<file path="src/include/fcp_params.svh">
`ifndef FCP_PARAMS_SVH
`define FCP_PARAMS_SVH
// Register word addresses
`define FCP_A_CMD    4'h0
`define FCP_A_SECT   4'h1
`define FCP_A_EOT    4'h2
`define FCP_A_SIZE   4'h3
`define FCP_A_DLEN   4'h4
`define FCP_A_SCNT   4'h5
`define FCP_A_MODE   4'h6
`define FCP_A_PRECOMP_BEGIN_TRACK 4'h7
`define FCP_A_RSTEP  4'h8
`define FCP_A_PERP   4'h9
`define FCP_A_DATA   4'ha
`define FCP_A_RS0    4'hb
`define FCP_A_RS1    4'hc
`define FCP_A_RS2    4'hd
`define FCP_A_RS3    4'he
`define FCP_A_PCYL   4'hf
// CMD fields
`define FCP_CMD_OP   2:0
`define FCP_CMD_SPAN 4
`define FCP_CMD_SKIP 5
// MODE fields
`define FCP_MODE_PIO  0
`define FCP_MODE_EC   1
`define FCP_MODE_NPOL 2
`define FCP_MODE_WGT  3
`define FCP_MODE_SRT  7:4
// PERP fields
`define FCP_PERP_BITS 3:0
`define FCP_PERP_GATE 7
// Reset values
`define FCP_RST_BYTE  8'h00
`define FCP_RST_DLEN  8'hff
`define FCP_RST_SECT  8'h01
// Sector size base and largest code
`define FCP_BASE_BYTES 15'h0080
`define FCP_MAX_CODE   3'h7
// Timing
`define FCP_CLK_MHZ      125
`define FCP_STEP_UNIT_US 500
`define FCP_POLL_US      1000
`endif

</file>
<file path="src/include/fcp_pkg.sv">
package fcp_pkg;
	typedef enum logic [2:0] {
		FCP_OP_READ   = 3'h0,
		FCP_OP_READDEL = 3'h1,
		FCP_OP_WRITE  = 3'h2,
		FCP_OP_VERIFY = 3'h3,
		FCP_OP_FORMAT = 3'h4,
		FCP_OP_RSEEK  = 3'h5,
		FCP_OP_SENSE  = 3'h6,
		FCP_OP_NONE   = 3'h7
	} fcp_op_e;

	typedef enum logic [2:0] {
		FCP_IDLE = 3'b000,
		FCP_SECT = 3'b001,
		FCP_XFER = 3'b011,
		FCP_NEXT = 3'b010,
		FCP_DONE = 3'b110,
		FCP_STEP = 3'b100
	} fcp_state_e;

	// Parameters frozen for one command
	typedef struct packed {
		fcp_op_e    op;
		logic       cylinder_span_flag;
		logic       deleted_mark_bypass;
		logic       programmed_io_select;
		logic       verify_count_enable;
		logic [2:0] size_code;
		logic [7:0] eot;
		logic [7:0] data_length_param;
		logic [7:0] sector_count;
	} fcp_cmd_s;

	// Register port request
	typedef struct packed {
		logic [3:0] addr;
		logic [7:0] wdata;
		logic       wr;
		logic       rd;
	} fcp_bus_s;
endpackage
</file>
<file path="src/hw/fcp_engine.sv">
// Our own choices: the placing of the registers and strobed register access.
`timescale 1ns/1ns
`include "fcp_params.svh"
// Notes on behaviour
// - Span flag makes both heads of a cylinder one long track.
// - After last sector of head 0, continue at sector 1 of head 1.
// - Sector bytes are 128 shifted left by size code, codes up to 7.
// - Size code 0 transfers data length bytes of the 128-byte sector.
// - Programmed mode: no DMA, host interrupt pulse for every byte.
// - DMA mode: request raised, byte moves on acknowledge.
// - Perpendicular drive bits change only with the gate bit set.
// - Polling ticks run only while polling disable is clear.
// - Precompensation start track programmable 00 to ff.
// - First sector of a transfer is the sector address, then onward.
// - Relative seek offset steps the present cylinder by that amount.
// - Sector count sizes format, and verify when count enable set.
// - Read with bypass set skips sectors with deleted mark.
// - Deleted read with bypass touches only deleted sectors.
// - Step interval 0.5 ms units, 0.5 to 8 ms.
// - Result status 0 and 2 held after a command for the host; status 3 is live.
// - Sense command reports present cylinder.
// - Write gate bit moves write enable earlier for pre-erase.
// - Count enable makes verify use sector count as its length.
module fcp_engine #(
	parameter int STEP_UNIT_CYC = `FCP_STEP_UNIT_US * `FCP_CLK_MHZ,
	parameter int POLL_CYC      = `FCP_POLL_US * `FCP_CLK_MHZ
) (
	input  wire logic          clk,
	input  wire logic          rst_n,
	input  wire fcp_pkg::fcp_bus_s bus,
	output logic [7:0]         rdata,
	output logic               host_irq,
	output logic               dma_request,
	input  wire logic          dma_acknowledge,
	output logic               sector_req,
	output logic [7:0]         sector_num,
	output logic               head_sel,
	input  wire logic          sector_ack,
	input  wire logic          sector_deleted,
	input  wire logic          disk_rd_valid,
	input  wire logic [7:0]    disk_rd_data,
	output logic               disk_wr_valid,
	output logic [7:0]         disk_wr_data,
	output logic               write_enable,
	output logic               step_pulse,
	output logic               step_dir_in,
	output logic               poll_tick,
	output logic               precomp_on,
	output logic [3:0]         perp_bits
);
	import fcp_pkg::*;

	// Software-visible parameter registers
	logic [7:0] cmd_reg, cmd_next, sect_p_reg, sect_p_next, eot_reg, eot_next;
	logic [7:0] size_reg, size_next, dlen_reg, dlen_next, scnt_reg, scnt_next;
	logic [7:0] mode_reg, mode_next, precomp_begin_track_reg, precomp_begin_track_next;
	logic [7:0] rstep_reg, rstep_next;
	logic [3:0] perp_reg, perp_next;

	// Engine state
	fcp_state_e st_reg, st_next;
	fcp_cmd_s   cur_reg, cur_next;
	logic [7:0] sect_reg, sect_next, left_reg, left_next, data_reg, data_next;
	logic [7:0] pcn_reg, pcn_next, stepl_reg, stepl_next;
	logic [7:0] rs0_reg, rs0_next, rs2_reg, rs2_next;
	logic [14:0] idx_reg, idx_next;
	logic [31:0] tmr_reg, tmr_next, poll_reg, poll_next;
	logic       head_reg, head_next, req_reg, req_next, last_reg, last_next;
	logic       irq_reg, irq_next, sreq_reg, sreq_next, dwr_reg, dwr_next;
	logic       stp_reg, stp_next, dir_reg, dir_next, ptk_reg, ptk_next;
	logic [7:0] rd_reg, rd_next;
	logic       ack_s1, ack_s2;

	logic        wr_cmd, rd_dat, wr_dat, ack, span_end, sc_based, last_sect;
	logic        mismatch, is_wr;
	logic [14:0] sz_bytes, lim_bytes;
	logic [31:0] step_cyc;

	// Acknowledge pin crosses in through two flops
	always_ff @(posedge clk or negedge rst_n) begin
		if (!rst_n) begin
			ack_s1 <= 1'b0;
			ack_s2 <= 1'b0;
		end else begin
			ack_s1 <= dma_acknowledge;
			ack_s2 <= ack_s1;
		end
	end

	assign wr_cmd = bus.wr && bus.addr == `FCP_A_CMD && st_reg == FCP_IDLE;
	assign rd_dat = bus.rd && bus.addr == `FCP_A_DATA;
	assign wr_dat = bus.wr && bus.addr == `FCP_A_DATA;
	assign is_wr  = cur_reg.op == FCP_OP_WRITE;
	// byte taken by host access alone; DMA needs acknowledge too
	assign ack = req_reg && (is_wr ? wr_dat : rd_dat)
		&& (cur_reg.programmed_io_select || ack_s2);

	assign sz_bytes = `FCP_BASE_BYTES << cur_reg.size_code;
	// code 0 limits bytes moved to the data length
	assign lim_bytes = (cur_reg.size_code == 3'h0) ?
		{7'h00, cur_reg.data_length_param} : sz_bytes;
	// half-millisecond units, code 0 gives 0.5 ms, 15 gives 8 ms
	assign step_cyc = (32'(mode_reg[`FCP_MODE_SRT]) + 32'h1) * 32'(STEP_UNIT_CYC);
	// count-driven length for format, and verify under count enable
	assign sc_based = cur_reg.op == FCP_OP_FORMAT ||
		(cur_reg.op == FCP_OP_VERIFY && cur_reg.verify_count_enable);
	// end of track only at head 1 when spanning
	assign span_end = sect_reg == cur_reg.eot &&
		!(cur_reg.cylinder_span_flag && !head_reg);
	assign last_sect = last_reg || (sc_based ? left_reg == 8'h01 : span_end);
	// sector whose mark disagrees with the read kind
	assign mismatch = sector_deleted ^ (cur_reg.op == FCP_OP_READDEL);

	// Parameter register writes; values may change freely while busy
	always_comb begin
		cmd_next    = cmd_reg;
		sect_p_next = sect_p_reg;
		eot_next    = eot_reg;
		size_next   = size_reg;
		dlen_next   = dlen_reg;
		scnt_next   = scnt_reg;
		mode_next   = mode_reg;
		precomp_begin_track_next = precomp_begin_track_reg;
		rstep_next  = rstep_reg;
		perp_next   = perp_reg;
		if (bus.wr) begin
			unique case (bus.addr)
				`FCP_A_CMD:    cmd_next = bus.wdata;
				`FCP_A_SECT:   sect_p_next = bus.wdata;
				`FCP_A_EOT:    eot_next = bus.wdata;
				`FCP_A_SIZE:   size_next = {5'h00, bus.wdata[2:0]};
				`FCP_A_DLEN:   dlen_next = bus.wdata;
				`FCP_A_SCNT:   scnt_next = bus.wdata;
				`FCP_A_MODE:   mode_next = bus.wdata;
				`FCP_A_PRECOMP_BEGIN_TRACK: precomp_begin_track_next = bus.wdata;
				`FCP_A_RSTEP:  rstep_next = bus.wdata;
				// drive bits held unless gate bit set
				`FCP_A_PERP: begin
					if (bus.wdata[`FCP_PERP_GATE])
						perp_next = bus.wdata[`FCP_PERP_BITS];
				end
				default: ;
			endcase
		end
	end

	always_ff @(posedge clk or negedge rst_n) begin
		if (!rst_n) begin
			{cmd_reg, sect_p_reg, eot_reg, size_reg, dlen_reg} <=
				{`FCP_RST_BYTE, `FCP_RST_SECT, `FCP_RST_BYTE, `FCP_RST_BYTE, `FCP_RST_DLEN};
			{scnt_reg, mode_reg, precomp_begin_track_reg, rstep_reg, perp_reg} <=
				{`FCP_RST_BYTE, `FCP_RST_BYTE, `FCP_RST_BYTE, `FCP_RST_BYTE, 4'h0};
		end else begin
			{cmd_reg, sect_p_reg, eot_reg, size_reg, dlen_reg} <=
				{cmd_next, sect_p_next, eot_next, size_next, dlen_next};
			{scnt_reg, mode_reg, precomp_begin_track_reg, rstep_reg, perp_reg} <=
				{scnt_next, mode_next, precomp_begin_track_next, rstep_next, perp_next};
		end
	end

	// Command engine
	always_comb begin
		st_next    = st_reg;
		cur_next   = cur_reg;
		sect_next  = sect_reg;
		head_next  = head_reg;
		left_next  = left_reg;
		idx_next   = idx_reg;
		data_next  = data_reg;
		req_next   = req_reg;
		last_next  = last_reg;
		pcn_next   = pcn_reg;
		stepl_next = stepl_reg;
		dir_next   = dir_reg;
		tmr_next   = tmr_reg;
		rs0_next   = rs0_reg;
		rs2_next   = rs2_reg;
		irq_next   = 1'b0;
		sreq_next  = 1'b0;
		dwr_next   = 1'b0;
		stp_next   = 1'b0;
		// Host write lands in the data byte while a write waits for it
		if (ack && is_wr)
			data_next = bus.wdata;
		unique case (st_reg)
			FCP_IDLE: begin
				if (wr_cmd) begin
					// freeze parameters for the whole command
					cur_next.op = fcp_op_e'(bus.wdata[`FCP_CMD_OP]);
					cur_next.cylinder_span_flag = bus.wdata[`FCP_CMD_SPAN];
					cur_next.deleted_mark_bypass = bus.wdata[`FCP_CMD_SKIP];
					cur_next.programmed_io_select = mode_reg[`FCP_MODE_PIO];
					cur_next.verify_count_enable = mode_reg[`FCP_MODE_EC];
					cur_next.size_code = size_reg[2:0];
					cur_next.eot = eot_reg;
					// verify length taken from sector count when count enable set
					cur_next.data_length_param = (mode_reg[`FCP_MODE_EC] &&
						bus.wdata[`FCP_CMD_OP] == FCP_OP_VERIFY) ? scnt_reg : dlen_reg;
					cur_next.sector_count = scnt_reg;
					// first sector is the sector address
					sect_next = sect_p_reg;
					head_next = 1'b0;
					left_next = scnt_reg;
					last_next = 1'b0;
					rs0_next  = 8'h00;
					rs2_next  = 8'h00;
					unique case (bus.wdata[`FCP_CMD_OP])
						FCP_OP_RSEEK: begin
							dir_next   = rstep_reg[7];
							stepl_next = rstep_reg[7] ? 8'(-rstep_reg) : rstep_reg;
							tmr_next   = step_cyc;
							st_next    = FCP_STEP;
						end
						FCP_OP_SENSE, FCP_OP_NONE: st_next = FCP_DONE;
						default: begin
							sreq_next = 1'b1;
							st_next   = FCP_SECT;
						end
					endcase
				end
			end
			FCP_SECT: begin
				if (sector_ack) begin
					idx_next = 15'h0000;
					if (sc_based) begin
						st_next = FCP_NEXT;
					end else if (!is_wr && cur_reg.op != FCP_OP_VERIFY && mismatch) begin
						rs2_next[6] = 1'b1;
						// skip, or read it and stop after
						if (cur_reg.deleted_mark_bypass)
							st_next = FCP_NEXT;
						else begin
							last_next = 1'b1;
							st_next   = FCP_XFER;
						end
					end else begin
						st_next = FCP_XFER;
					end
				end
			end
			FCP_XFER: begin
				if (is_wr) begin
					if (idx_reg >= lim_bytes) begin
						// Fill beyond the moved length with zeros
						data_next = 8'h00;
						dwr_next  = 1'b1;
						idx_next  = idx_reg + 15'h0001;
					end else if (!req_reg) begin
						req_next = 1'b1;
						irq_next = cur_reg.programmed_io_select;
					end else if (ack) begin
						req_next = 1'b0;
						dwr_next = 1'b1;
						idx_next = idx_reg + 15'h0001;
					end
				end else if (req_reg) begin
					if (ack) begin
						req_next = 1'b0;
						idx_next = idx_reg + 15'h0001;
					end
				end else if (disk_rd_valid) begin
					data_next = disk_rd_data;
					// bytes past the length are checked, not moved
					if (idx_reg < lim_bytes && cur_reg.op != FCP_OP_VERIFY) begin
						req_next = 1'b1;
						irq_next = cur_reg.programmed_io_select;
					end else
						idx_next = idx_reg + 15'h0001;
				end
				if (idx_next == sz_bytes && !req_next)
					st_next = FCP_NEXT;
			end
			FCP_NEXT: begin
				if (last_sect) begin
					st_next = FCP_DONE;
				end else begin
					// roll onto head 1 sector 1
					if (sect_reg == cur_reg.eot) begin
						head_next = 1'b1;
						sect_next = 8'h01;
					end else
						sect_next = sect_reg + 8'h01;
					left_next = left_reg - 8'h01;
					sreq_next = 1'b1;
					st_next   = FCP_SECT;
				end
			end
			FCP_STEP: begin
				if (stepl_reg == 8'h00) begin
					rs0_next[5] = 1'b1;
					st_next     = FCP_DONE;
				end else if (tmr_reg <= 32'h1) begin
					stp_next   = 1'b1;
					stepl_next = stepl_reg - 8'h01;
					pcn_next   = dir_reg ? pcn_reg - 8'h01 : pcn_reg + 8'h01;
					tmr_next   = step_cyc;
				end else
					tmr_next = tmr_reg - 32'h1;
			end
			FCP_DONE: begin
				// results stay until the next command starts
				rs0_next[2] = head_reg;
				if (cur_reg.op == FCP_OP_SENSE)
					rs0_next[5] = 1'b1;
				irq_next = 1'b1;
				st_next  = FCP_IDLE;
			end
			default: st_next = FCP_IDLE;
		endcase
	end

	// polling runs only while idle and enabled
	always_comb begin
		ptk_next  = 1'b0;
		poll_next = poll_reg;
		if (mode_reg[`FCP_MODE_NPOL] || st_reg != FCP_IDLE)
			poll_next = 32'h0;
		else if (poll_reg >= 32'(POLL_CYC - 1)) begin
			poll_next = 32'h0;
			ptk_next  = 1'b1;
		end else
			poll_next = poll_reg + 32'h1;
	end

	// Read data path, one cycle after the strobe
	always_comb begin
		rd_next = 8'h00;
		if (bus.rd) begin
			unique case (bus.addr)
				`FCP_A_CMD:    rd_next = cmd_reg;
				`FCP_A_SECT:   rd_next = sect_p_reg;
				`FCP_A_EOT:    rd_next = eot_reg;
				`FCP_A_SIZE:   rd_next = size_reg;
				`FCP_A_DLEN:   rd_next = dlen_reg;
				`FCP_A_SCNT:   rd_next = scnt_reg;
				`FCP_A_MODE:   rd_next = mode_reg;
				`FCP_A_PRECOMP_BEGIN_TRACK: rd_next = precomp_begin_track_reg;
				`FCP_A_RSTEP:  rd_next = rstep_reg;
				`FCP_A_PERP:   rd_next = {4'h0, perp_reg};
				`FCP_A_DATA:   rd_next = data_reg;
				`FCP_A_RS0:    rd_next = rs0_reg;
				`FCP_A_RS1:    rd_next = 8'h00;
				`FCP_A_RS2:    rd_next = rs2_reg;
				// Busy, request and head as live drive status
				`FCP_A_RS3:    rd_next = {st_reg != FCP_IDLE, req_reg, 5'h00, head_reg};
				`FCP_A_PCYL:   rd_next = pcn_reg;
				default:       rd_next = 8'h00;
			endcase
		end
	end

	always_ff @(posedge clk or negedge rst_n) begin
		if (!rst_n) begin
			st_reg  <= FCP_IDLE;
			cur_reg <= '0;
			{sect_reg, head_reg, left_reg, idx_reg, data_reg, req_reg, last_reg} <= '0;
			{pcn_reg, stepl_reg, dir_reg, tmr_reg, poll_reg, rs0_reg, rs2_reg} <= '0;
			{irq_reg, sreq_reg, dwr_reg, stp_reg, ptk_reg, rd_reg} <= '0;
		end else begin
			st_reg  <= st_next;
			cur_reg <= cur_next;
			{sect_reg, head_reg, left_reg, idx_reg, data_reg, req_reg, last_reg} <=
				{sect_next, head_next, left_next, idx_next, data_next, req_next, last_next};
			{pcn_reg, stepl_reg, dir_reg, tmr_reg, poll_reg, rs0_reg, rs2_reg} <=
				{pcn_next, stepl_next, dir_next, tmr_next, poll_next, rs0_next, rs2_next};
			{irq_reg, sreq_reg, dwr_reg, stp_reg, ptk_reg, rd_reg} <=
				{irq_next, sreq_next, dwr_next, stp_next, ptk_next, rd_next};
		end
	end

	// Outputs; request is a handshake level, precompensation and write enable are decoded, the rest come from flops
	// request only in DMA mode
	assign dma_request   = req_reg && !cur_reg.programmed_io_select;
	assign host_irq      = irq_reg;
	assign rdata         = rd_reg;
	assign sector_req    = sreq_reg;
	assign sector_num    = sect_reg;
	assign head_sel      = head_reg;
	assign disk_wr_valid = dwr_reg;
	assign disk_wr_data  = data_reg;
	assign step_pulse    = stp_reg;
	assign step_dir_in   = dir_reg;
	assign poll_tick     = ptk_reg;
	assign perp_bits     = perp_reg;
	// precompensation from the start track onward
	assign precomp_on    = pcn_reg >= precomp_begin_track_reg;
	// gate bit opens write enable during the sector search too
	assign write_enable  = is_wr && (st_reg == FCP_XFER ||
		(mode_reg[`FCP_MODE_WGT] && st_reg == FCP_SECT));
endmodule

</file>
<file path="config.mk">
export PLATFORM = sky130hd
export DESIGN_NAME = fcp_engine
export DESIGN_NICKNAME = d
export VERILOG_FILES = /design/src/include/fcp_pkg.sv /design/src/hw/fcp_engine.sv
export VERILOG_INCLUDE_DIRS = /design/src /design/src/include
export SDC_FILE = /design/constraint.sdc
export NUM_CORES = 1
export LEC_CHECK = 0
export BUFFER_PORTS_ARGS = -buffer_cell sky130_fd_sc_hd__buf_2
export CAP_MARGIN = 20
export CORE_AREA = 2 2 196 198
export CTS_BUF_LIST = sky130_fd_sc_hd__clkbuf_4 sky130_fd_sc_hd__clkbuf_8
export DETAILED_ROUTE_END_ITERATION = 10
export DIE_AREA = 0 0 198 200
export HOLD_SLACK_MARGIN = 0.08
export SKIP_LAST_GASP = 1
export SYNTH_ARGS = -nofsm -noshare
export SYNTH_HDL_FRONTEND = slang
export SYNTH_SLANG_ARGS = --single-unit
</file>
<file path="constraint.sdc">
create_clock -name clk -period 6.8 [get_ports clk]
set_clock_uncertainty 0.2 [all_clocks]
set_input_delay 0.34 -clock clk [delete_from_list [all_inputs] [get_ports clk]]
set_output_delay 0.34 -clock clk [all_outputs]
set_load 0.02 [all_outputs]
</file>
==> results.txt, run 1 <==
- Status: completed
- Total number of clock tree sinks: 241
- Once detailed placement completed, the half-perimeter wirelength came to 32000 um.
- Yosys top cell area share: 0.391
- Placeable Area: 37400 um^2
* Number of synthesized flops with an enable pin: 0
* Routed len/inst: 19.7 um
- The number of max-slew violations in the final report was 0.
- In the routed design, unresolved DRC markers number 0.
- First-pass GRT wire length: 71200 um
- Post-CTS setup repair buffer count: 0
- Clock latency on the worst-skew pair, taken at its later pin, is 0.61 ns.
- The repair_antennas step left the layout with diodes totalling 0.
* Via count of the first global-routing pass: 12.5k
* Std cell rows: 71
* Sw Share: 0.419
* Top cells by area, synth: dfrtp_1 (39%), ha_1 (5.6%), nand2_1 (5.1%)
* Delay-heaviest family, CP: simple AND/OR/NAND/NOR gates
- PD cells: 392 nW/um^2
* Top_reg_cell synth: dfrtp_1
- Die height: 200 um
- The worst register-to-register path begins at cur_reg[25].
* Maximum clock frequency: 221 MHz
- For this design the static power due to leakage is 0.00751 uW.
* End of the worst hold path: ack_s2
- The layout has 3614 filler cells.
* Fraction of final layout cells with drive strength greater than 1: 0.152
* Count of buffers from port buffering: 65
- Antenna violations before repair: 2
* Depth of the CTS H-tree: 2
* Finished Core Util: 0.455
* Die X: 198 um
- Total of flip-flops plus latches after synthesis: 241
* Via count normalized by instance count: 5.64
- Busiest grt layer: met2
- Smallest hold slack: 0.161 ns
* Crit path arrival time: 4.82 ns
- The critical path contains buffers and inverters numbering 0 combined.
* Final worst-path cycle share: 0.667
- Post-synthesis cell type count: 88
* TritonCTS Buffers: 46
- The tightest min-delay check is of the register to register type.
- Slowest stage cell, crit path: nor3_1
- Clock power share: 0.244
- Global routing finished with a remaining overflow of 0.
- The synthesized netlist occupies a cell area of 14900 um^2.
- Including well taps, the total number of placed cells is 2179.
- Largest net degree at the start of global routing: 114
* Maximum vdd drop: 231 uV
- Worst stage delay on the critical path: 0.72 ns
* Dominant cell type by area after synthesis: dfrtp_1
- Setup CP Type: register to register
* Total of cells resized after clock tree synthesis: 0
* Async SR Flop Fraction: 1.00
- Detailed Route WL: 45100 um
* Count of antenna-violating nets left after detailed routing: 0
* Most used standard cell by instance count after synthesis: dfrtp_1
- Switching pwr: 2790 uW
* Filler-free cell count of the finished design: 2292
* Rel. slew slack: 0.222
- The initial utilization of the core area, before any placement, comes to 0.397.
- Required time worst endpoint: 7.09 ns
- Cells after Synth: 1662
* Critical Path Start Type: register
- The clock passes through at most 3 buffers.
- For this run, the number of Yosys warnings is 0.
- TritonCTS built the clock tree.
- Mean post-synth cell area: 8.94 um^2
- The worst register-to-register path ends at st_reg[0].
- Cell internal power was estimated by the tool at 3870 uW.
- The final-report hold violation count is 0.
* Top cells by count, synth: dfrtp_1 (232), nand2_1 (203), nor2_1 (146), o21ai_0 (141), a21oi_1 (107)
* Global-route track usage on met1: 0.337
- Detailed Route Iter0 Violations: 1154
* Sum of negative setup slack: 0 ns
- Setup slack on the worst reg-to-reg path comes out at 2.27 ns.
- Setup violations remaining at the end of the flow were counted as 0.
* Comb pwr share: 0.426
* Number of primary I/O pins: 66
* Share of power burned in registers: 0.329
- Cell at the root of the clock tree: clkbuf_8
- After routing the design area is 17000 um^2.
- GRT Overall Usage: 0.232
- Sort of element at the end of the critical path: register
* Max-capacitance violation count: 0
- Along the worst hold path, the cell count comes to 0.
- CP max FO: 12
* Number of nets in the layout: 1847
- Worst r2r path cells: 13
- Global routing met3 resource utilization: 0.0450
* Area growth from synthesis to final layout: 14.5%
- After clock tree synthesis, the clock-pin slew on the worst setup and hold paths is 0.06 ns.
- Setup repair after global routing missed its margin: false
- Traced cell by cell, the critical path runs through nor3_1 -> nand2_1 -> ha_1 -> nand4_1 -> nor4_4 -> nor4_4 -> a21oi_4 -> or3_1 -> mux2i_1 -> nor3_1 -> nand3_1 -> nor4_2 -> a21oi_1.
- The first detailed-routing pass took 6 iterations.
- The routed layout has 12.9k vias.
* Slew of the pin with the lowest slew margin: 1.16 ns
- Gp weighted congestion: 0.961
- Of the synthesized area, sequential elements account for 0.407.
- Placed cell area: 15700 um^2
- Crit path time final: 4.53 ns
- For met2 alone, demand over resource in global routing was 0.349.
* Beginning of the worst hold path: ack_s1
- The floorplan step defined a die boundary enclosing 39600 um^2.
==> power groups by stage <==
stage	Combinational (uW)	Clock [uW]	Sequential, uW
detailed placement	2760	0	2210
floorplan	2080	0	2080
CTS	2820	1670	2180
global route	3150	1730	2240
global placement	2720	0	2200
finish	2840	1630	2190
==> worst register-to-register path: cells and delay by family (launching register included) <==
| kind | cells | cell delay [ns] |
|---|---|---|
| and+or+nand+nor | 9 | 2.93 |
| AOI/OAI and AO/OA | 2 | 0.27 |
| DFF | 1 | 0.49 |
| adders and majority gates | 1 | 0.33 |
| muxes | 1 | 0.19 |
==> per-stage QoR <==
stage / setup slack (ns) / total power, uW
2_1_floorplan: 2.80 / 4160
4_1_cts: 2.27 / 6670
3_3_place_gp: 2.01 / 4910
3_5_place_dp: 2.29 / 4970
5_1_grt: 1.94 / 7120
6_report: 2.27 / 6660
==> cell usage in the layout (no fill, tap or decap), types with 7 or more instances in the layout <==
cell type	synthesis	final
mux2i_1	31	31
xor2_1	35	35
nand2_1	203	203
a21oi_1	107	107
inv_1	65	65
nand2b_1	16	16
nand4_1	13	13
buf_2	7	65
dfrtp_1	232	232
nor2_1	146	145
dfstp_2	9	9
o31ai_1	12	12
o21ai_0	141	140
buf_4	4	19
nand3_1	49	49
o22ai_1	20	20
conb_1	1	15
a22o_1	10	10
nand3b_1	11	11
a31oi_1	18	18
xnor2_1	33	33
a211oi_1	17	17
clkbuf_8	0	61
nor4_1	18	18
and3_1	21	21
a22oi_1	10	10
nor2b_1	10	10
fa_1	7	7
or3_1	20	20
nor3b_1	11	11
mux2_2	62	62
ha_1	66	66
clkbuf_4	0	11
nor3_1	47	47
dlygate4sd3_1	0	29
and2_1	11	11
==> metal layers <==
metal / share of wire / wire length, um
met1: 0.47 / 21100
met4: 0.024 / 1090
met5: 0.00016 / 7
met3: 0.074 / 3320
met2: 0.43 / 19600
==> logic make-up (layout without fill, tap and decap cells) <==
logic type,count (synthesis),count (layout),share of synthesized area
other,1,15,0.000252
DFF,241,241,0.407
xor gates and xnor gates,68,68,0.0401
muxes,95,95,0.0709
adders and majority gates,73,73,0.0650
and+or+nand+nor,610,610,0.202
AOI/OAI and AO/OA,417,417,0.174
buffers and inverters,157,262,0.0414
==> worst max path at each step <==
stage	depth (start not counted)	endpoint	startpoint
final	13	st_reg[0]	cur_reg[25]
after global routing	13	st_reg[0]	cur_reg[25]
after CTS	14	st_reg[0]	cur_reg[25]
after global placement	13	st_reg[0]	cur_reg[25]
after floorplan	18	tmr_reg[20]	mode_reg[4]
after detailed placement	14	st_reg[0]	cur_reg[25]
==> area by class of cell <==
type | instances | area [um^2] | area share
clock buffers | 72 | 922 | 0.0542
clock inverters | 11 | 139 | 0.00816
inverters | 65 | 244 | 0.0143
multi-input cells | 1278 | 8250 | 0.485
flip-flops and latches | 241 | 6040 | 0.355
well taps | 511 | 639 | 0.0376
repair buffers | 114 | 773 | 0.0455
==> timing repair <==
action | in CTS | in global routing
endpoints found under the hold margin | 184 | 0
endpoints found under the setup margin | 0 | 0
hold buffers | 29 | 0
(Power assumes the default switching activity.)
==> run 2, diff against run 1 <==
ABC_AREA = 1   (was not set)
clock period = 3.85 ns   (was 6.8 ns; I/O delays follow)
==> results.txt, run 2 <==
- Synthesis produced a netlist whose cell count is 1947.
- Placeable Area: 37400 um^2
- The number of global-route vias before repair came to 13.1k.
- Beginning of the worst hold path: ack_s1
- Rel. slew slack: 0.420
- Worst setup slack after placement: -0.00155 ns
- Counting along the longest clock path gives a buffer depth of 3.
- In this run the critical register-to-register path is captured at tmr_reg[19].
- Crit path time final: 3.69 ns
- Setup slack closes at 0.164 ns.
* Starting Density: 0.395
- Count of unresolved DRC violations after routing: 0
- The count of nets left with antenna violations once routing finished came out at 0.
- TritonCTS built the clock tree.
* Dominant cell type by area after synthesis: dfrtp_1
- Most used standard cell by instance count after synthesis: nand2_1
* Critical Path Start Type: register
- Clock power share: 0.212
* Die height: 200 um
- Number of instances in the placed design: 2523
- Comb pwr share: 0.491
- Cell at the root of the clock tree: clkbuf_8
* First-pass GRT wire length: 70100 um
- Fraction of final layout cells with drive strength greater than 1: 0.132
- Area growth from synthesis to final layout: 18.6%
* Die footprint: 39600 um^2
- Share of power burned in registers: 0.298
- Setup CP Type: register to register
- 0 antenna diodes ended up in the layout.
* TritonCTS Buffers: 44
- The net count of the finished layout is 2200.
- For this run, the total global-route usage over all layers was measured as 0.227.
- The number of max-slew violations in the final report came to 0.
- Clock-pin slew was measured on the worst setup and hold paths at 0.06 ns.
- Filler-free cell count of the finished design: 2644
- Counting distinct cell types in the post-synthesis netlist gives 58.
- Total congestion overflow: 0
- Of the total power, the share spent switching nets is 0.448.
- The tightest min-delay check is of the register to register type.
* Std cell rows: 71
* Depth of the CTS H-tree: 2
- Design internal power: 7270 uW
* Total number of yosys warnings: 0
* Number of failing setup endpoints in the final timing report: 0
* Number of primary I/O pins: 66
- Maximum clock frequency: 271 MHz
- At the end of the flow the core is filled with cells to 0.469.
- End of the worst hold path: ack_s2
- In this run, the number of DRC markers left after iteration 0 of detailed routing was 824.
- The final layout contains routed wiring with a total length of 44200 um.
* Switching pwr: 5890 uW
- In the synthesized netlist the async set-or-reset flop fraction comes to 1.00.
* Hold path cells: 0
* Final-report hold violation count: 0
* Total number of clock tree sinks: 241
* Register-to-register setup slack: 0.16 ns
- Maximum vdd drop: 415 uV
* Setup repair after global routing missed its margin: true
* Top cells by count, synth: nand2_1 (457), inv_1 (271), dfrtp_1 (232), o21ai_0 (203), nor2_1 (168)
- Pwr Total: 13200 uW
* Static leakage: 0.00852 uW
* Via count normalized by instance count: 5.19
- The share of the Yosys chip area taken by registers is 0.409.
* Required time worst endpoint: 4.13 ns
* Startpoint of the worst-slack reg-to-reg timing path: mode_reg[5]
- The routed layout has 13.7k vias.
* Gp weighted congestion: 0.940
- Top_reg_cell synth: dfrtp_1
- In this run, synthesis produced a sequential element count of 241.
- Max-capacitance violation count: 0
- Status: completed
- Most common cell after layout, fill and taps aside: nand2_1
- Number of synthesized flops with an enable pin: 0
* Die X: 198 um
* Largest net degree at the start of global routing: 76
- Final worst-path cycle share: 0.957
- The average instance in the mapped netlist occupies 7.59 um^2.
- Of the post-synthesis cell area, the dominant cell type holds 0.393.
* HPWL reported at the end of detailed placement: 31900 um
* Sort of element at the end of the critical path: register
- CP max FO: 4
- Synth Cell Area: 14800 um^2
- The clock reaches the later pin of the worst-skew pair after 0.61 ns.
- Slew of the pin with the lowest slew margin: 0.867 ns
- Sum of negative setup slack: 0 ns
* Detailed-router iteration count before antenna repair: 5
* Top cells by area, synth: dfrtp_1 (39%), nand2_1 (12%), inv_1 (6.9%)
- The worst register-to-register path has a depth of 16.
- Routed len/inst: 16.7 um
- Count of buffers from port buffering: 65
* PD cells: 751 nW/um^2
* Antenna violations before repair: 0
- Commonest non-fill, non-tap cells in the layout: nand2_1 (457), inv_1 (265), dfrtp_1 (230)
- STA puts the critical path data arrival time at 3.96 ns.
==> run 2: cell types whose count changed in the layout (fill, tap and decap cells not counted), moves of 20 or more <==
cell      before  now
o21ai_0      140  200
buf_4         19   41
nor2_1       145  167
inv_1         65  265
nand3_1       49   81
or3_1         20    0
mux2_2        62    2
nand2_1      203  457
mux2i_1       31    2
nor3_1        47   25
o211ai_1       5   35
a21oi_1      107   77
==> run 2: through the flow <==
stage               hold WS, ns  area, um^2
detailed placement       0.0990       16000
finish                    0.150       17500
floorplan                -0.303       14900
global route              0.171       17500
CTS                       0.119       17400
global placement         0.0909       16000
==> run 2: repair_timing <==
item | 4_1_cts | 5_1_grt
hold buffers | 35 | 0
resized for setup | 0 | 36
setup buffers | 0 | 6
endpoints found under the hold margin | 338 | 0
setup endpoints to repair | 0 | 5
==> run 2: how the worst max path moves through the flow <==
stage | start | endpoint | slack [ns] | depth (start not counted)
floorplan | mode_reg[4] | tmr_reg[19] | -0.008 | 19
global placement | mode_reg[4] | tmr_reg[19] | 0.07 | 15
detailed placement | mode_reg[4] | tmr_reg[19] | -0.002 | 20
CTS | mode_reg[6] | tmr_reg[20] | 0.01 | 18
global route | mode_reg[4] | tmr_reg[19] | -0.06 | 20
finish | mode_reg[5] | tmr_reg[19] | 0.16 | 16
==> run 2: per-layer routing <==
layer | global-route usage | vias up | part of all wire
li1 | - | 6719 | -
met1 | 0.311 | 6555 | 0.46
met2 | 0.368 | 379 | 0.46
met3 | 0.0333 | 75 | 0.058
met4 | 0.0794 | 0 | 0.026
met5 | 0 | - | 0
==> run 2: cells by family (layout without fill, tap and decap cells) <==
| kind of cell | Yosys count | after routing | synth area share |
|---|---|---|---|
| compound gates | 424 | 424 | 0.166 |
| other cells | 1 | 15 | 0.000254 |
| xor+xnor | 65 | 65 | 0.0390 |
| fa+ha+maj | 73 | 73 | 0.0653 |
| flops | 241 | 241 | 0.409 |
| buf+inv | 337 | 509 | 0.0886 |
| simple gates | 802 | 802 | 0.229 |
| mux | 4 | 4 | 0.00288 |
==> run 2: critical path: stages, from the launching register on <==
cell     delay, ns
dfrtp_1       0.42
buf_6         0.15
nand3_4       0.09
xor2_4        0.18
buf_4         0.14
fa_2          0.45
fa_1          0.54
inv_1         0.04
ha_1          0.32
ha_4          0.27
a21oi_2       0.17
inv_1         0.06
a21oi_1       0.12
o21ai_1       0.08
xor2_1        0.14
o21ai_0       0.13
o21ai_0       0.09
==> run 2: power by group through the flow <==
stage               Combinational [uW]  Sequential, uW  Clock (uW)
floorplan                         4210            3830           0
global placement                  5890            3900           0
detailed placement                6010            3920           0
CTS                               6080            3890        2860
global route                      7330            4000        2970
finish                            6460            3920        2790
==> run 2: area by class of cell <==
class,count,area [um^2]
Fill cell,3753,19900
Timing Repair Buffer,147,1100
Multi-Input combinational cell,1383,7680
Tap cell,511,639
Clock buffer,64,843
Clock inverter,16,165
Sequential cell,241,6040
Inverter,282,1060
==> run 3, diff against run 2 <==
RECOVER_POWER = 50   (was not set)
==> results.txt, run 3 (synthesis results as in run 2) <==
- Number of failing setup endpoints in the final timing report: 0
* Detailed Route WL: 44200 um
- Clock tree synthesis inserted a total of 44 buffers.
* Crit path time final: 3.69 ns
- Most common cell after layout, fill and taps aside: nand2_1
* Crit path arrival time: 3.96 ns
- Detailed Route Iter0 Violations: 840
* Total number of clock tree sinks: 241
- Counting both buffers and inverters, the worst setup path holds a total of 4.
- The number of antenna violations at the first check in global routing is 0.
- The cell family contributing the most delay on the critical path is adder cells.
* Antenna cell count: 0
- Number of primary I/O pins: 66
- Pwr Total: 13200 uW
* Largest net degree at the start of global routing: 76
* Max-capacitance violation count: 1
- Static leakage: 0.00846 uW
- After floorplanning, the core was sized to cover 37400 um^2.
- The clock passes through at most 3 buffers.
- Die height: 200 um
* Via count normalized by instance count: 5.18
* CP max FO: 4
- Cell at the root of the clock tree: clkbuf_8
- The worst setup path is of the register to register kind.
* Clock network latency to the later pin of the worst-skew pair: 0.61 ns
- Required time worst endpoint: 4.12 ns
- Count of antenna-violating nets left after detailed routing: 0
- Critical Path Start Type: register
- Total congestion overflow: 0
- Via count of the first global-routing pass: 13.1k
- On the worst path, the slowest cell contributes a delay of 0.54 ns.
- Summing over every cut layer, the via total after detailed routing is 13.7k.
- From synthesis to final layout, the design area changed by 18.3%.
* Violated checks: capacitance limit, slew limit
- Setup slack on the worst reg-to-reg path comes out at 0.16 ns.
* Gp weighted congestion: 0.940
* Starting Density: 0.395
* Fraction of final layout cells with drive strength greater than 1: 0.127
- At the end of the flow, the number of nets in the layout was 2200.
* HPWL reported at the end of detailed placement: 31900 um
- Routed len/inst: 16.7 um
- Finished Core Util: 0.468
- Std cell rows: 71
- IR analysis of the VDD net gives a maximum drop of 419 uV.
- Max Transition Viols Final: 29
- First-pass GRT wire length: 70100 um
* Final-report hold violation count: 0
- At the pin with the least slew margin, the transition time is 1.87 ns.
* Count of buffers from port buffering: 65
* Setup repair after global routing missed its margin: true
* Clock transition at path regs: 0.06 ns
* Slowest stage cell, crit path: fa_1
* Sort of element at the end of the critical path: register
- The run finished, with violations left.
- TritonCTS built the clock tree.
- The worst pin sits at a relative slew slack of -0.248.
- For this run, design rule violations remaining after detail routing come to 0.
* Die X: 198 um
- Final worst-path cycle share: 0.958
- Depth of the CTS H-tree: 2
- Die footprint: 39600 um^2
- GRT Overall Usage: 0.227
- PD cells: 753 nW/um^2
- Timing would allow up to 271 MHz.
- Commonest non-fill, non-tap cells in the layout: nand2_1 (457), inv_1 (265), dfrtp_1 (230)
- Detailed-router iteration count before antenna repair: 5
- Worst hold path class: register to register
* Cell-by-cell trace of the critical path: buf_6 -> nand3_4 -> xor2_4 -> buf_4 -> fa_2 -> fa_1 -> inv_1 -> ha_1 -> ha_4 -> a21oi_2 -> inv_1 -> a21oi_1 -> o21ai_1 -> xor2_1 -> o21ai_0 -> o21ai_0
* Filler cell count: 3764
run 3: cell types whose count changed in the layout (fill, tap and decap cells not counted), sizes merged:
cell	previous run	this run
buf	113	99
clkbuf	64	78
run 3: worst register-to-register path, cell delays in order (launching register included):
cell and delay (ns):
dfrtp_1 0.42, buf_6 0.15, nand3_4 0.09, xor2_4 0.18
buf_4 0.14, fa_2 0.45, fa_1 0.54, inv_1 0.04
ha_1 0.32, ha_4 0.27, a21oi_2 0.17, inv_1 0.06
a21oi_1 0.12, o21ai_1 0.08, xor2_1 0.14, o21ai_0 0.13
o21ai_0 0.09
run 3: layout make-up:
type | instances | area [um^2] | area share
timing repair buffer | 147 | 1050 | 0.0602
multi-input combinational | 1383 | 7680 | 0.439
sequential | 241 | 6040 | 0.346
tap | 511 | 639 | 0.0366
inverter | 282 | 1060 | 0.0607
clock buffer | 64 | 843 | 0.0482
clock inverter | 16 | 165 | 0.00944
run 3: path summary, 6_finish.rpt:
path	startpoint	to	cells after the start
setup / recovery	mode_reg[5]	tmr_reg[19]	16
hold / removal	ack_s1	ack_s2	0
setup reg to reg	mode_reg[5]	tmr_reg[19]	16
hold reg to reg	ack_s1	ack_s2	0
max in group asynchronous	rst_n	mode_reg[6]	4
min in group asynchronous	rst_n	poll_reg[15]	3
run 3: per-stage QoR:
stage / cell area (um^2) / std cells / hold slack [ns] / worst slack [ns] / TNS, ns
final: 17500 / 2644 / 0.150 / 0.162 / 0
after detailed placement: 16000 / 2523 / 0.0990 / -0.00155 / -0.00155
after global routing: 17500 / 2644 / 0.171 / -0.0621 / -0.119
after CTS: 17400 / 2638 / 0.119 / 0.0142 / 0
after global placement: 16000 / 2523 / 0.0909 / 0.0689 / 0
after floorplan: 14900 / 1961 / -0.303 / -0.00812 / -0.0160
run 3: power by group:
part / switching (uW) / internal (uW) / leakage, uW / total, uW
Sequential: 724 / 3200 / 0.00307 / 3920
Combinational: 4010 / 2450 / 0.00486 / 6450
Clock: 1170 / 1620 / 0.000535 / 2790
Total: 5900 / 7260 / 0.00846 / 13200
run 3: timing repair:
action	CTS	global route
buffers inserted	0	6
hold endpoints to repair	338	0
setup endpoints to repair	0	5
gates resized for setup	0	36
hold buffers	35	0
run 3: routing by layer:
| layer | up-vias | GRT usage | part of all wire |
|---|---|---|---|
| met5 | - | 0 | 0 |
| met4 | 0 | 0.0794 | 0.025 |
| met3 | 73 | 0.0333 | 0.062 |
| met2 | 383 | 0.368 | 0.46 |
| met1 | 6532 | 0.311 | 0.45 |
| li1 | 6716 | - | - |
